## src/design/cfh_pkg.sv

```systemverilog
// package: constants and types for the can frame header block
package cfh_pkg;
    // apb register map
    localparam logic [7:0] CTRL_OFF = 8'h00;
    localparam logic [7:0] IDENT_OFF = 8'h04;
    localparam logic [7:0] SDOCFG_OFF = 8'h08;
    localparam logic [7:0] STATUS_OFF = 8'h0C;
    localparam logic [7:0] SDOID_OFF = 8'h10;
    localparam logic [7:0] RXID_OFF = 8'h14;
    // control fields
    localparam int CTRL_GO_BIT = 0;
    localparam int CTRL_EXT_BIT = 1;
    localparam int CTRL_RTR_BIT = 2;
    localparam int CTRL_SEL_BIT = 3;
    localparam int CTRL_BAUD_LSB = 4;
    localparam logic [1:0] CTRL_BAUD_RST = 2'h0;
    // sdo identifier bases
    localparam logic [10:0] SDO_TX_BASE = 11'h580;
    localparam logic [10:0] SDO_RX_BASE = 11'h600;
    localparam int ID_BASE_W = 11;
    localparam int ID_EXT_W = 29;
    localparam int MAX_DATA_BYTES = 8;
    // nominal bit times
    localparam int CLK_MHZ = 250;
    localparam int BIT_NS_1000K = 1000;
    localparam int BIT_NS_500K = 2000;
    localparam int BIT_NS_250K = 4000;
    localparam int BIT_NS_125K = 8000;
    localparam int CLK_NS = 1000 / CLK_MHZ;
    localparam int BIT_CYC_1000K = BIT_NS_1000K / CLK_NS;
    localparam int BIT_CYC_500K = BIT_NS_500K / CLK_NS;
    localparam int BIT_CYC_250K = BIT_NS_250K / CLK_NS;
    localparam int BIT_CYC_125K = BIT_NS_125K / CLK_NS;
    localparam int IDLE_BITS = 11;
    typedef enum logic [4:0] {
        CFH_IDLE = 5'h01,
        CFH_WAIT = 5'h02,
        CFH_SEND = 5'h04,
        CFH_RECV = 5'h08,
        CFH_DONE = 5'h10
    } cfh_state_e;
endpackage : cfh_pkg

```

## src/design/cfh_bit_timer.sv

```systemverilog
// bit clock divider: one-cycle pulses at sample point and bit end
`timescale 1ns/1ps
module cfh_bit_timer (
    input wire logic clk,
    input wire logic rst_n,
    input wire logic [1:0] baudSel,
    input wire logic resync,
    output logic samplePulse,
    output logic bitPulse
);
    typedef struct packed {
        logic [12:0] cnt;
        logic smp;
        logic bit_;
    } cfh_tmr_s;
    cfh_tmr_s st_reg;
    cfh_tmr_s st_next;
    logic [12:0] period;
    always_comb begin
        unique case (baudSel)
            2'h0: period = 13'(cfh_pkg::BIT_CYC_1000K);
            2'h1: period = 13'(cfh_pkg::BIT_CYC_500K);
            2'h2: period = 13'(cfh_pkg::BIT_CYC_250K);
            2'h3: period = 13'(cfh_pkg::BIT_CYC_125K);
        endcase
    end
    always_comb begin
        st_next = st_reg;
        st_next.smp = 1'b0;
        st_next.bit_ = 1'b0;
        if (resync) begin
            st_next.cnt = 13'h0001;
        end else if (st_reg.cnt >= period - 13'h0001) begin
            st_next.cnt = 13'h0000;
            st_next.bit_ = 1'b1;
        end else begin
            st_next.cnt = st_reg.cnt + 13'h0001;
        end
        // sample late in the bit, past propagation settling
        if (!resync && st_reg.cnt == ((period * 13'h0003) >> 2)) begin
            st_next.smp = 1'b1;
        end
    end
    always_ff @(posedge clk or negedge rst_n) begin
        if (!rst_n) begin
            st_reg <= '0;
        end else begin
            st_reg <= st_next;
        end
    end
    assign samplePulse = st_reg.smp;
    assign bitPulse = st_reg.bit_;
endmodule : cfh_bit_timer

```

## src/design/cfh_apb_regs.sv

```systemverilog
// apb slave holding control, identifier and sdo configuration
`timescale 1ns/1ps
module cfh_apb_regs (
    input wire logic clk,
    input wire logic rst_n,
    input wire logic psel,
    input wire logic penable,
    input wire logic pwrite,
    input wire logic [7:0] paddr,
    input wire logic [31:0] pwdata,
    output logic [31:0] prdata,
    output logic pready,
    output logic pslverr,
    input wire logic busy,
    input wire logic lost,
    input wire logic done,
    input wire logic [28:0] rxId,
    input wire logic [10:0] sdoTx,
    input wire logic [10:0] sdoRx,
    output logic goPulse,
    output logic extFmt,
    output logic rtrReq,
    output logic useProgId,
    output logic [1:0] baudSel,
    output logic [28:0] txId,
    output logic [6:0] nodeId,
    output logic [6:0] programmingAccessId
);
    typedef struct packed {
        logic go;
        logic ext;
        logic rtr;
        logic sel;
        logic [1:0] baud;
        logic [28:0] id;
        logic [6:0] node;
        logic [6:0] prog;
        logic lostF;
        logic doneF;
        logic [31:0] rd;
        logic rdy;
        logic err;
    } cfh_regs_s;
    cfh_regs_s st_reg;
    cfh_regs_s st_next;
    logic acc;
    logic wr;
    logic clr;
    logic hit;
    always_comb begin
        acc = psel && penable && !st_reg.rdy;
        wr = acc && pwrite;
        clr = wr && paddr == cfh_pkg::STATUS_OFF;
        hit = paddr == cfh_pkg::CTRL_OFF || paddr == cfh_pkg::IDENT_OFF
            || paddr == cfh_pkg::SDOCFG_OFF || paddr == cfh_pkg::STATUS_OFF
            || paddr == cfh_pkg::SDOID_OFF || paddr == cfh_pkg::RXID_OFF;
        st_next = st_reg;
        st_next.go = 1'b0;
        st_next.rdy = acc;
        st_next.err = acc && !hit;
        // write one to clear; a new event in the same cycle wins
        if (clr && pwdata[0]) st_next.lostF = 1'b0;
        if (clr && pwdata[1]) st_next.doneF = 1'b0;
        if (lost) st_next.lostF = 1'b1;
        if (done) st_next.doneF = 1'b1;
        if (wr && paddr == cfh_pkg::CTRL_OFF) begin
            st_next.go = pwdata[cfh_pkg::CTRL_GO_BIT] && !busy;
            st_next.ext = pwdata[cfh_pkg::CTRL_EXT_BIT];
            st_next.rtr = pwdata[cfh_pkg::CTRL_RTR_BIT];
            st_next.sel = pwdata[cfh_pkg::CTRL_SEL_BIT];
            st_next.baud = pwdata[cfh_pkg::CTRL_BAUD_LSB +: 2];
        end
        if (wr && paddr == cfh_pkg::IDENT_OFF) st_next.id = pwdata[28:0];
        if (wr && paddr == cfh_pkg::SDOCFG_OFF) begin
            st_next.node = pwdata[6:0];
            st_next.prog = pwdata[14:8];
        end
        st_next.rd = 32'h0000_0000;
        if (acc && !pwrite) begin
            unique case (paddr)
                cfh_pkg::CTRL_OFF: st_next.rd = {26'h0, st_reg.baud,
                    st_reg.sel, st_reg.rtr, st_reg.ext, 1'b0};
                cfh_pkg::IDENT_OFF: st_next.rd = {3'h0, st_reg.id};
                cfh_pkg::SDOCFG_OFF: st_next.rd = {17'h0, st_reg.prog,
                    1'b0, st_reg.node};
                cfh_pkg::STATUS_OFF: st_next.rd = {29'h0, busy,
                    st_reg.doneF, st_reg.lostF};
                cfh_pkg::SDOID_OFF: st_next.rd = {5'h0, sdoRx, 5'h0, sdoTx};
                cfh_pkg::RXID_OFF: st_next.rd = {3'h0, rxId};
                default: st_next.rd = 32'h0000_0000;
            endcase
        end
    end
    always_ff @(posedge clk or negedge rst_n) begin
        if (!rst_n) begin
            st_reg <= '0;
            st_reg.baud <= cfh_pkg::CTRL_BAUD_RST;
        end else begin
            st_reg <= st_next;
        end
    end
    assign prdata = st_reg.rd;
    assign pready = st_reg.rdy;
    assign pslverr = st_reg.err;
    assign goPulse = st_reg.go;
    assign extFmt = st_reg.ext;
    assign rtrReq = st_reg.rtr;
    assign useProgId = st_reg.sel;
    assign baudSel = st_reg.baud;
    assign txId = st_reg.id;
    assign nodeId = st_reg.node;
    assign programmingAccessId = st_reg.prog;
endmodule : cfh_apb_regs

```

## src/design/cfh_frame_header.sv

```systemverilog
// top: can frame header sender with arbitration and sdo identifiers
//
// Notes on behaviour
// - bus is dominant if any node drives; recessive only when none does.
// - nominal bit time follows baud: 1, 2, 4 or 8 microseconds.
// - smaller identifier wins the bus over any larger identifier.
// - base identifiers are 11 bits, extended 29 bits, all values usable.
// - extended ids send bits 28..18 first, bits 17..0 after control bits.
// - a frame starts with a recessive to dominant start bit.
// - rtr dominant for data frames, recessive for remote requests.
// - ide dominant for base format, recessive for extended format.
// - extended frames send a recessive srr where base frames place rtr.
// - sdo ids are 0x580 plus id toward master, 0x600 from master.
// - programming access uses its own id on the same sdo bases.
// - device programming-access id must match the host tool's id.
// - a message holds one identifier and at most eight data bytes.
`timescale 1ns/1ps
module cfh_frame_header (
    input wire logic clk,
    input wire logic arst_n,
    input wire logic psel,
    input wire logic penable,
    input wire logic pwrite,
    input wire logic [7:0] paddr,
    input wire logic [31:0] pwdata,
    output logic [31:0] prdata,
    output logic pready,
    output logic pslverr,
    input wire logic canRx,
    output logic canTxDominant
);
    typedef struct packed {
        cfh_pkg::cfh_state_e st;
        logic [1:0] rstSync;
        logic [1:0] rxSync;
        logic rxPrev;
        logic txDom;
        logic [5:0] pos;
        logic [5:0] len;
        logic [3:0] idle;
        logic [34:0] shift;
        logic [28:0] rxId;
        logic lost;
        logic done;
        logic [10:0] sdoTx;
        logic [10:0] sdoRx;
    } cfh_top_s;
    cfh_top_s st_reg;
    cfh_top_s st_next;
    logic rst_n;
    logic goPulse;
    logic extFmt;
    logic rtrReq;
    logic useProgId;
    logic [1:0] baudSel;
    logic [28:0] txId;
    logic [6:0] nodeId;
    logic [6:0] programmingAccessId;
    logic samplePulse;
    logic bitPulse;
    logic rxBit;
    logic sofEdge;
    logic [34:0] hdr;
    logic [6:0] sdoKey;
    assign rst_n = st_reg.rstSync[1];
    assign rxBit = st_reg.rxSync[1];
    // hard sync on the falling edge into dominant while waiting to send
    assign sofEdge = st_reg.rxPrev && !rxBit;
    cfh_apb_regs u_regs (
        .clk(clk),
        .rst_n(rst_n),
        .psel(psel),
        .penable(penable),
        .pwrite(pwrite),
        .paddr(paddr),
        .pwdata(pwdata),
        .prdata(prdata),
        .pready(pready),
        .pslverr(pslverr),
        .busy(st_reg.st != cfh_pkg::CFH_IDLE),
        .lost(st_reg.lost),
        .done(st_reg.done),
        .rxId(st_reg.rxId),
        .sdoTx(st_reg.sdoTx),
        .sdoRx(st_reg.sdoRx),
        .goPulse(goPulse),
        .extFmt(extFmt),
        .rtrReq(rtrReq),
        .useProgId(useProgId),
        .baudSel(baudSel),
        .txId(txId),
        .nodeId(nodeId),
        .programmingAccessId(programmingAccessId)
    );
    cfh_bit_timer u_timer (
        .clk(clk),
        .rst_n(rst_n),
        .baudSel(baudSel),
        .resync(st_reg.st == cfh_pkg::CFH_WAIT && sofEdge),
        .samplePulse(samplePulse),
        .bitPulse(bitPulse)
    );
    // header bits in send order, msb first; 1 = dominant
    always_comb begin
        if (extFmt) begin
            hdr = {1'b1, ~txId[28:18], 1'b0, 1'b0,
                ~txId[17:0], ~rtrReq, 2'b00};
        end else begin
            hdr = {1'b1, ~txId[28:18], ~rtrReq, 1'b1,
                21'h000000};
        end
    end
    assign sdoKey = useProgId ? programmingAccessId : nodeId;
    always_comb begin
        st_next = st_reg;
        st_next.rstSync = {st_reg.rstSync[0], 1'b1};
        st_next.rxSync = {st_reg.rxSync[0], canRx};
        st_next.rxPrev = rxBit;
        st_next.lost = 1'b0;
        st_next.done = 1'b0;
        st_next.sdoTx = cfh_pkg::SDO_TX_BASE + {4'h0, sdoKey};
        st_next.sdoRx = cfh_pkg::SDO_RX_BASE + {4'h0, sdoKey};
        unique case (st_reg.st)
            cfh_pkg::CFH_IDLE: begin
                st_next.txDom = 1'b0;
                if (goPulse) begin
                    st_next.st = cfh_pkg::CFH_WAIT;
                    st_next.shift = hdr;
                    st_next.len = extFmt ? 6'h23 : 6'h0E;
                    st_next.idle = 4'h0;
                    st_next.pos = 6'h00;
                end
            end
            cfh_pkg::CFH_WAIT: begin
                // join a frame another node started, else start after idle
                if (sofEdge) begin
                    st_next.st = cfh_pkg::CFH_SEND;
                    st_next.txDom = 1'b1;
                end else if (bitPulse) begin
                    if (!rxBit) begin
                        st_next.idle = 4'h0;
                    end else if (st_reg.idle ==
                        4'(cfh_pkg::IDLE_BITS - 1)) begin
                        st_next.st = cfh_pkg::CFH_SEND;
                        st_next.txDom = 1'b1;
                    end else begin
                        st_next.idle = st_reg.idle + 4'h1;
                    end
                end
            end
            cfh_pkg::CFH_SEND: begin
                if (samplePulse) begin
                    st_next.rxId = {st_reg.rxId[27:0], rxBit};
                    // recessive sent, dominant seen: lower id won
                    if (!st_reg.shift[34] && !rxBit) begin
                        st_next.st = cfh_pkg::CFH_RECV;
                        st_next.txDom = 1'b0;
                        st_next.lost = 1'b1;
                    end
                end
                if (bitPulse && st_reg.st == st_next.st) begin
                    st_next.shift = {st_reg.shift[33:0], 1'b0};
                    st_next.pos = st_reg.pos + 6'h01;
                    st_next.txDom = st_reg.shift[33];
                    if (st_reg.pos + 6'h01 == st_reg.len) begin
                        st_next.st = cfh_pkg::CFH_DONE;
                        st_next.txDom = 1'b0;
                    end
                end
            end
            cfh_pkg::CFH_RECV: begin
                // listen only to the end of the header field
                if (samplePulse) st_next.rxId = {st_reg.rxId[27:0], ~rxBit};
                if (bitPulse) begin
                    st_next.pos = st_reg.pos + 6'h01;
                    if (st_reg.pos + 6'h01 == st_reg.len) begin
                        st_next.st = cfh_pkg::CFH_IDLE;
                    end
                end
            end
            cfh_pkg::CFH_DONE: begin
                // data and crc are outside this block; release the line
                st_next.txDom = 1'b0;
                st_next.done = 1'b1;
                st_next.st = cfh_pkg::CFH_IDLE;
            end
            default: begin
                st_next.st = cfh_pkg::CFH_IDLE;
                st_next.txDom = 1'b0;
            end
        endcase
    end
    always_ff @(posedge clk or negedge arst_n) begin
        if (!arst_n) begin
            st_reg <= '0;
            st_reg.st <= cfh_pkg::CFH_IDLE;
            st_reg.rxSync <= 2'h3;
            st_reg.rxPrev <= 1'b1;
        end else begin
            st_reg <= st_next;
        end
    end
    // only dominant is ever driven; recessive means driver off
    assign canTxDominant = st_reg.txDom;
endmodule : cfh_frame_header

```

## config.mk

```make
export PLATFORM = sky130hd
export DESIGN_NAME = cfh_frame_header
export DESIGN_NICKNAME = d
export VERILOG_FILES = /design/src/design/cfh_pkg.sv /design/src/design/cfh_bit_timer.sv /design/src/design/cfh_apb_regs.sv /design/src/design/cfh_frame_header.sv
export SDC_FILE = /design/constraint.sdc
export NUM_CORES = 1
export LEC_CHECK = 0
export ABC_CLOCK_PERIOD_IN_PS = 6700
export BUFFER_PORTS_ARGS = -buffer_cell sky130_fd_sc_hd__buf_4
export CORE_MARGIN = 1
export CORE_UTILIZATION = 54
export CTS_BUF_LIST = sky130_fd_sc_hd__clkbuf_8
export DETAILED_ROUTE_END_ITERATION = 12
export MAX_ROUTING_LAYER = met4
export PLACE_DENSITY = 0.73
export REMOVE_ABC_BUFFERS = 1
export SLEW_MARGIN = 5
export SYNTH_ARGS = -nofsm -noshare
export SYNTH_HDL_FRONTEND = slang
export SYNTH_SLANG_ARGS = --single-unit
```

## constraint.sdc

```tcl
create_clock -name clk -period 6.7 [get_ports clk]
set_input_delay 0.335 -clock clk [delete_from_list [all_inputs] [get_ports clk]]
set_output_delay 0.335 -clock clk [all_outputs]
set_load 0.005 [all_outputs]
```

# Word level (Yosys, flattened, before mapping)

Cells that the tools add are included.

Flip-flop bits (word level): 215
Input bits: 46
Word-level logic and storage cells: 173

Add/subtract/negate cells: 6
Multiply operators: 1
Magnitude comparators: 1
Equal/unequal tests: 32
Muxes and demuxes: 54
Bitwise logic cells: 5
Reductions and logical operators: 44

Operator list:

| operator                                                         | number |
|---|---|
| 29-bit one-hot mux with 6 select lines                           | 1 |
| 35-bit one-hot mux with 2 select lines                           | 1 |
| 5-bit two-way mux                                                | 12 |
| 29-bit one-hot mux with 2 select lines                           | 1 |
| 13-bit one-hot mux with 4 select lines                           | 1 |
| 51-bit two-way mux                                               | 1 |
| 35-bit two-way mux                                               | 1 |
| 32-bit two-way mux                                               | 1 |
| 30-bit two-way mux                                               | 1 |
| 29-bit two-way mux                                               | 1 |
| 13-bit two-way mux                                               | 2 |
| 23-bit two-way mux                                               | 1 |
| 5-bit one-hot mux with 4 select lines                            | 1 |
| 6-bit two-way mux                                                | 3 |
| 18-bit NOT                                                       | 1 |
| 6-bit one-hot mux with 3 select lines                            | 1 |
| 1-bit logical AND                                                | 17 |
| 1-bit two-way mux                                                | 17 |
| 8-bit by 4-bit == test with 1-bit output (second input constant) | 2 |
| 8-bit by 5-bit == test with 1-bit output (second input constant) | 2 |
| 4-bit two-way mux                                                | 4 |
| 7-bit two-way mux                                                | 2 |
| 13-bit by 1-bit adder with 13-bit output (second input constant) | 1 |
| 13-bit by 11-bit == test with 1-bit output                       | 1 |
| other kinds (38)                                                 | 67 |

# Depth between registers and ports, before layout

Gate-level depths: netlist of the first run.

Depth in word-level cells: 9
Gate-level depth with buffers: 11
Mapped depth without buffers: 10

# Cells and area by module

From an unflattened synthesis of the first run, not the netlist that was laid out.

Cells, all modules: 872
Area, all modules: 9783.1 µm²

By module, submodules not included:

| module           | times used | cells each | area an instance (µm²) | seq. area each (µm²) |
|---|---|---|---|---|
| cfh_frame_header | 1          | 391        | 4316.6                 | 2382.3 |
| cfh_apb_regs     | 1          | 364        | 4297.9                 | 2052.0 |
| cfh_bit_timer    | 1          | 117        | 1168.6                 | 375.4 |

# Least setup slack after synthesis of the first run

Ideal clock, no wire load.

Kind: flip-flop to flip-flop
Start point: reg u_regs.st_reg, in the netlist u_regs.baudSel[0]
End point: reg u_timer.st_reg[10] in the netlist's numbering
Library setup time: 0.136 ns
Arrival time: 2.423 ns
Setup slack: 4.141 ns
Cell stages (with the launch flop): 11
Buffers on the path: 1
Period minus slack after synthesis: 2.559 ns
Cells stage by stage: dfrtp_1 -> inv_1 -> ha_1 -> inv_1 -> ha_1 -> ha_1 -> o21ai_0 -> or3_1 -> o211ai_1 -> clkbuf_1 -> nor3_1

RTL lines:

| element                | RTL line            | RTL |
|---|---|---|
| start, declared        | cfh_apb_regs.sv:44  | `cfh_regs_s st_reg;` |
| start signal, assigned | cfh_apb_regs.sv:99  | `st_reg <= st_next;` |
| end signal, assigned   | cfh_bit_timer.sv:48 | `st_reg <= st_next;` |
| end, declared          | cfh_bit_timer.sv:16 | `cfh_tmr_s st_reg;` |

==> run_results.csv, run 1 <==
group,metric,value,unit
drt,drt-initial-drc-count,459,
setup_path,crit_required,7.10,ns
power,leakage,4.98,nW
synthesis,seq_area_frac_synth,52.2,%
global_routing,met1_usage,34.7,%
place,hpwlAfterDp,13.9,mm
drt,num_vias,6481,
global_routing,grt_max_degree,69,
sta,worst_pin_slew,1.18,ns
global_routing,antenna_found_initial,0,
setup_path,start_kind,"flip-flop",
setup_path,cp_cell_sequence,"inv_1, ha_1, ha_1, a21boi_0, ha_1, o21ai_0, or3_1, o211ai_1, and2_1",
cts,cts_resized,0,
sta,drv_slew,0,
setup_path,crit_slowest_cell,"o211ai_1",
cells_and_area,stdcell_area,10100,µm²
cts,clock_path_buffers,2,
min_path,hold_depth,2,
sta,setup_tns,0,ns
cells_and_area,multi_input_area,3920,µm²
cts,cts_tree,"built",
place,placed_area,9660,µm²
sta,setup_viol,0,
synthesis,synth_top_cell_by_area,"dfrtp_1",
sta,hold_viol,0,
drt,vias_per_cell,6.05,
power,power.density,210,nW/µm²
floorplanning,die-area,17600,µm²
sta,fin_crit_sh,47.0,%
cts,cts_buffers,17,
cells_and_area,n_antenna_cell,0,
synthesis,syn_area,9220,µm²
global_routing,grt_pass1_wl,34.2,mm
floorplanning,start_util,55.4,%
cells_and_area,fin_cells,1072,
setup_path,slowest_delay,0.81,ns
synthesis,synth_area_leaders,"dfrtp_1, mux2_2, mux2_1",
floorplanning,rows,47,
place,place_inst,1038,
sta,layout_min_cycle_time,3.15,ns
synthesis,syn_area_per_cell,11.4,µm²
drt,wl,20.6,mm
cells_and_area,layout-drive-gt1-share,22.3,%
drt,firstDrtPassIters,5,
cts,holdBufCountCts,2,
cells_and_area,seq_area,4810,µm²
floorplanning,die_y,133,µm
synthesis,synth-async-reset-ratio,100,%
place,io_buffer_count,74,
synthesis,synthFlopType,"dfrtp_1",
synthesis,synthCells,811,
sta,rsz0062_at_grt,"no",
synthesis,yosysWarnings,0,
cells_and_area,final_nets,908,
global_routing,track_usage,25.5,%
floorplanning,core_area,16600,µm²
setup_path,end_kind,"flip-flop",
synthesis,ys_seq_elements,192,
cells_and_area,syn_to_final_growth,9.96,%
synthesis,synth-edff-count,0,
sta,max_freq,317,MHz
cts,clk_latency,0.46,ns
setup_path,cp_common_cell,"ha_1",
cts,cts-root-buf,"clkbuf_8",
cts,cts_max_level,4,
global_routing,grt-ovfl-total,0,
drt,drc,0,
cells_and_area,largest_reg_flops,90,
drt,wl_per_cell,19.2,µm
cts,postCtsSetupBuffers,0,
setup_path,critPathMaxFanout,13,
cells_and_area,nFillCells,1316,
drt,ant_nets,0,
setup_path,crit_type,"reg -> reg",
floorplanning,io_pins,81,
global_routing,grt_pass1_vias,6624,
outcome,outcome,"finished, final reports clean",
sta,clock-skew-final,0.0124,ns
power,vdd_drop_max,0.000118,V
floorplanning,die_x,133,µm
place,globalplace.congestion,0.919,
synthesis,synth_cell_types,65,
global_routing,busiest_layer,"met2",
cts,cts.sinks,192,
setup_path,worst-r2r-cell-count,9,
job,maxCapViolCount,0,
min_path,hold_class,"in -> reg",
global_routing,globalRouteMet3Util,4.06,%
cts,cts.clk_slew.worst_paths,0.10,ns
global_routing,use_met2,40.0,%
setup_path,worstPathArrival,3.55,ns
sta,slew_headroom,20.8,%
synthesis,synth_top_area_share,51.0,%
-- layer usage --
layer / vias to the layer above / wire (µm)
met5: - / 0
met4: 0 / 286
met3: 25 / 1130
met2: 241 / 9860
met1: 3295 / 9320
li1: 2920 / -
-- cell families after synthesis --
kind of cell	count (synthesis)	synth area share [%]
simple gates	213	11.5
flops	192	52.2
compound gates	174	13.0
mux	98	12.7
buf+inv	90	5.60
fa+ha+maj	23	3.12
xor+xnor	19	1.80
other cells	2	0.0814
-- layout make-up --
class	instances	share of cell area (%)
clock buffers	19	2.58
clock inverters	13	1.94
inverters	13	0.481
multi-input cells	532	38.6
flip-flops and latches	192	47.5
well taps	220	2.71
repair buffers	83	6.19
-- stage by stage --
stage	utilization [%]	power [W]	hold WS, ns	setup slack, ns
CTS	60.9	0.00214	0.0723	3.56
global route	60.9	0.00220	0.0702	3.31
finish	60.9	0.00213	0.0905	3.55
floorplan	-	0.00124	0.0394	3.45
global placement	58.1	0.00129	0.267	3.51
detailed placement	58.1	0.00129	0.269	3.45
-- worst paths after layout --
path / start / slack (ns) / end
min in group asynchronous: rst_n / 0.25 / u_regs.prdata[25]
max in group asynchronous: arst_n / 5.15 / rst_n
setup reg to reg: u_regs.baudSel[0] / 3.55 / u_timer.bitPulse
hold / removal: pwdata[7] / 0.09 / u_regs.txId[7]
setup / recovery: u_regs.baudSel[0] / 3.55 / u_timer.bitPulse
hold reg to reg: rst_n / 0.25 / u_regs.prdata[25]
-- Yosys cell counts (4+ instances only) --
master,number
a2bb2oi_1,14
nand2b_1,7
nand4_1,6
xnor2_1,12
and3_1,7
a221oi_1,5
a22o_1,7
a21o_1,11
mux2_4,10
a22oi_1,20
a32oi_1,8
a211oi_1,5
nor3_1,28
mux2_1,38
and2_1,7
o31ai_1,6
clkbuf_1,19
buf_4,35
o21ai_1,10
dfstp_2,4
o21ai_0,8
nand3_1,14
a21oi_1,52
o21a_1,4
ha_1,23
nor2b_1,9
xor2_1,7
o211ai_1,5
buf_2,20
nor2_1,67
nand2_1,40
mux2_2,47
inv_1,13
dfrtp_1,188
-- worst max-delay path: cells and delay by family (launching register included) --
kind                       cells  cell delay, ns
buffers and inverters          1            0.15
adders and majority gates      3            0.79
DFF                            1            0.53
AOI/OAI and AO/OA              3            1.02
and+or+nand+nor                2            0.60
-- power by group --
group / internal (W) / total, W / switching (W)
Sequential: 0.00117 / 0.00119 / 0.0000160
Combinational: 0.0000357 / 0.0000862 / 0.0000505
Clock: 0.000436 / 0.000857 / 0.000422
-- layout by cell type (no fill, tap or decap), types with 19 or more instances in the layout --
master,n
a22oi_1,20
buf_4,81
mux2_2,47
mux2_1,38
a21oi_1,52
dfrtp_1,187
nor2_1,67
nand2_1,39
nor3_1,28
clkbuf_8,19
ha_1,23
No activity file was read; power rests on OpenSTA's default activity.
==> run 2, diff against run 1 <==
--- a/config.mk
+++ b/config.mk
@@ -5,7 +5,7 @@
 export SDC_FILE = /design/constraint.sdc
 export NUM_CORES = 1
 export LEC_CHECK = 0
-export ABC_CLOCK_PERIOD_IN_PS = 6700
+export ABC_CLOCK_PERIOD_IN_PS = 2900
 export BUFFER_PORTS_ARGS = -buffer_cell sky130_fd_sc_hd__buf_4
 export CORE_MARGIN = 1
 export CORE_UTILIZATION = 54
==> constraint.sdc (replaced) <==
create_clock -name clk -period 2.9 [get_ports clk]
set_input_delay 0.145 -clock clk [delete_from_list [all_inputs] [get_ports clk]]
set_output_delay 0.145 -clock clk [all_outputs]
set_load 0.005 [all_outputs]
==> run_results.csv, run 2 (synthesis results as in run 1) <==
group,metric,value,unit
drt,wl_met2,10.2,mm
sta,worst_pin_slew,0.808,ns
floorplanning,core_area,16600,µm²
cells_and_area,final_common_cell,"dfrtp_1",
power,leakage,5.16,nW
setup_path,worstPathArrival,2.99,ns
sta,setup_viol,0,
global_routing,antenna_found_initial,0,
global_routing,grt-ovfl-total,0,
setup_path,r2r_start,"u_regs.baudSel[0]",
sta,clock-skew-final,0.0121,ns
cts,cts_resized,0,
setup_path,r2r_end,"u_timer.st_reg[9]",
drt,drc,0,
drt,ant_nets,0,
setup_path,start_kind,"flip-flop",
outcome,outcome,"finished, final reports clean",
power,vdd_drop_max,0.000343,V
cts,clock_path_buffers,2,
global_routing,grt_pass1_vias,6677,
sta,layout_min_cycle_time,2.61,ns
sta,max_freq,383,MHz
place,io_buffer_count,74,
place,hpwlAfterDp,14.6,mm
cts,cts.clk_slew.worst_paths,0.10,ns
cts,cts-root-buf,"clkbuf_8",
cts,clk_latency,0.47,ns
cells_and_area,n_antenna_cell,0,
setup_path,end_kind,"flip-flop",
sta,setup_tns,0,ns
job,maxCapViolCount,0,
setup_path,critPathMaxFanout,13,
sta,drv_slew,0,
cts,cts_tree,"built",
setup_path,critPathCapture,"u_timer.st_reg[9]",
sta,slew_headroom,46.1,%
cells_and_area,largest_reg_flops,90,
cells_and_area,stdcell_area,10500,µm²
drt,met1Wirelength,9.66,mm
global_routing,track_usage,26.4,%
sta,fin_crit_sh,90.0,%
floorplanning,die_y,133,µm
cts,cts.sinks,192,
floorplanning,start_util,55.4,%
floorplanning,rows,47,
setup_path,crit_required,3.28,ns
drt,vias_per_cell,5.95,
place,globalplace.congestion,0.849,
cells_and_area,final_nets,949,
drt,wl,21.3,mm
setup_path,worst-r2r-cell-count,11,
sta,rsz0062_at_grt,"no",
setup_path,crit_type,"reg -> reg",
sta,holdWs,0.0537,ns
sta,hold_viol,0,
cells_and_area,syn_to_final_growth,14.1,%
global_routing,grt_max_degree,60,
drt,num_vias,6627,
drt,drt-initial-drc-count,501,
cells_and_area,nFillCells,1308,
floorplanning,die_x,133,µm
cts,cts_buffers,17,
global_routing,grt_pass1_wl,34.9,mm
floorplanning,io_pins,81,
floorplanning,die-area,17600,µm²
drt,routed-wl-met3,1.18,mm
power,power.density,459,nW/µm²
drt,topRoutingLayerUsed,"met4",
cts,holdBufCountCts,31,
cells_and_area,mostFrequentLayoutCells,"dfrtp_1, buf_4, nor2_1",
cts,postCtsSetupBuffers,0,
setup_path,startpoint,"u_regs.baudSel[0]",
min_path,hold_class,"in -> reg",
cts,cts_max_level,4,
setup_path,reg2reg_slack,0.29,ns
drt,wl_per_cell,19.2,µm
place,placed_area,9790,µm²
drt,firstDrtPassIters,5,
cells_and_area,layout-drive-gt1-share,22.4,%
run 2: cell count changes in the layout (fill, tap and decap cells not counted), sizes merged:
cell	previous run	this run
clkinvlp	1	2
clkinv	2	4
bufinv	4	3
buf	81	93
inv	19	17
dlygate4sd3	2	31
run 2: metal layers:
layer  up-vias  global-route usage [%]
met1      3356                    36.0
met2       229                    41.2
li1       3017                       -
met3        25                    3.95
met4         0                    7.54
met5         -                       -
run 2: worst min path at each step:
stage                      start                to  slack [ns]  cells past startpoint
after global placement     canRx      st_next[107]        0.27                      1
final                     pwrite  u_regs.prdata[4]        0.05                      3
after floorplan           arst_n     canTxDominant       -0.15                      0
after CTS                 pwrite  u_regs.prdata[4]        0.03                      3
after detailed placement   canRx      st_next[107]        0.27                      1
after global routing      pwrite  u_regs.prdata[4]        0.04                      3
run 2: final cells by class:
class / count / area [µm²] / share of cell area (%)
clock inverter: 13 / 161 / 1.53
sequential: 192 / 4810 / 45.7
inverter: 13 / 48.8 / 0.464
clock buffer: 19 / 262 / 2.48
tap: 220 / 275 / 2.62
multi-input combinational: 532 / 3920 / 37.2
timing repair buffer: 124 / 1050 / 9.94
run 2: critical path, stage by stage, from the launching register on:
cell and delay [ns]:
dfrtp_1 0.51, inv_1 0.14, ha_1 0.31, nand2b_1 0.17, a21boi_0 0.18, ha_1 0.27
a21oi_1 0.16, o21bai_1 0.08, a31oi_1 0.20, o211ai_1 0.12, buf_4 0.20, nor3_1 0.19
run 2: stage by stage:
step,utilization [%],total power [W],setup WS [ns],instances
2_1_floorplan,-,0.00286,-0.352,737
3_3_place_gp,58.8,0.00299,0.375,1050
6_report,63.2,0.00483,0.290,1113
4_1_cts,63.2,0.00487,0.287,1113
3_5_place_dp,58.8,0.00300,0.305,1050
5_1_grt,63.2,0.00500,0.0403,1113
run 2: where the power goes:
part	leakage (nW)	internal [W]	switching [W]	total, W
clock	0.215	0.000900	0.000953	0.00185
sequential	2.65	0.00270	0.0000434	0.00275
combinational	2.29	0.000114	0.000120	0.000234
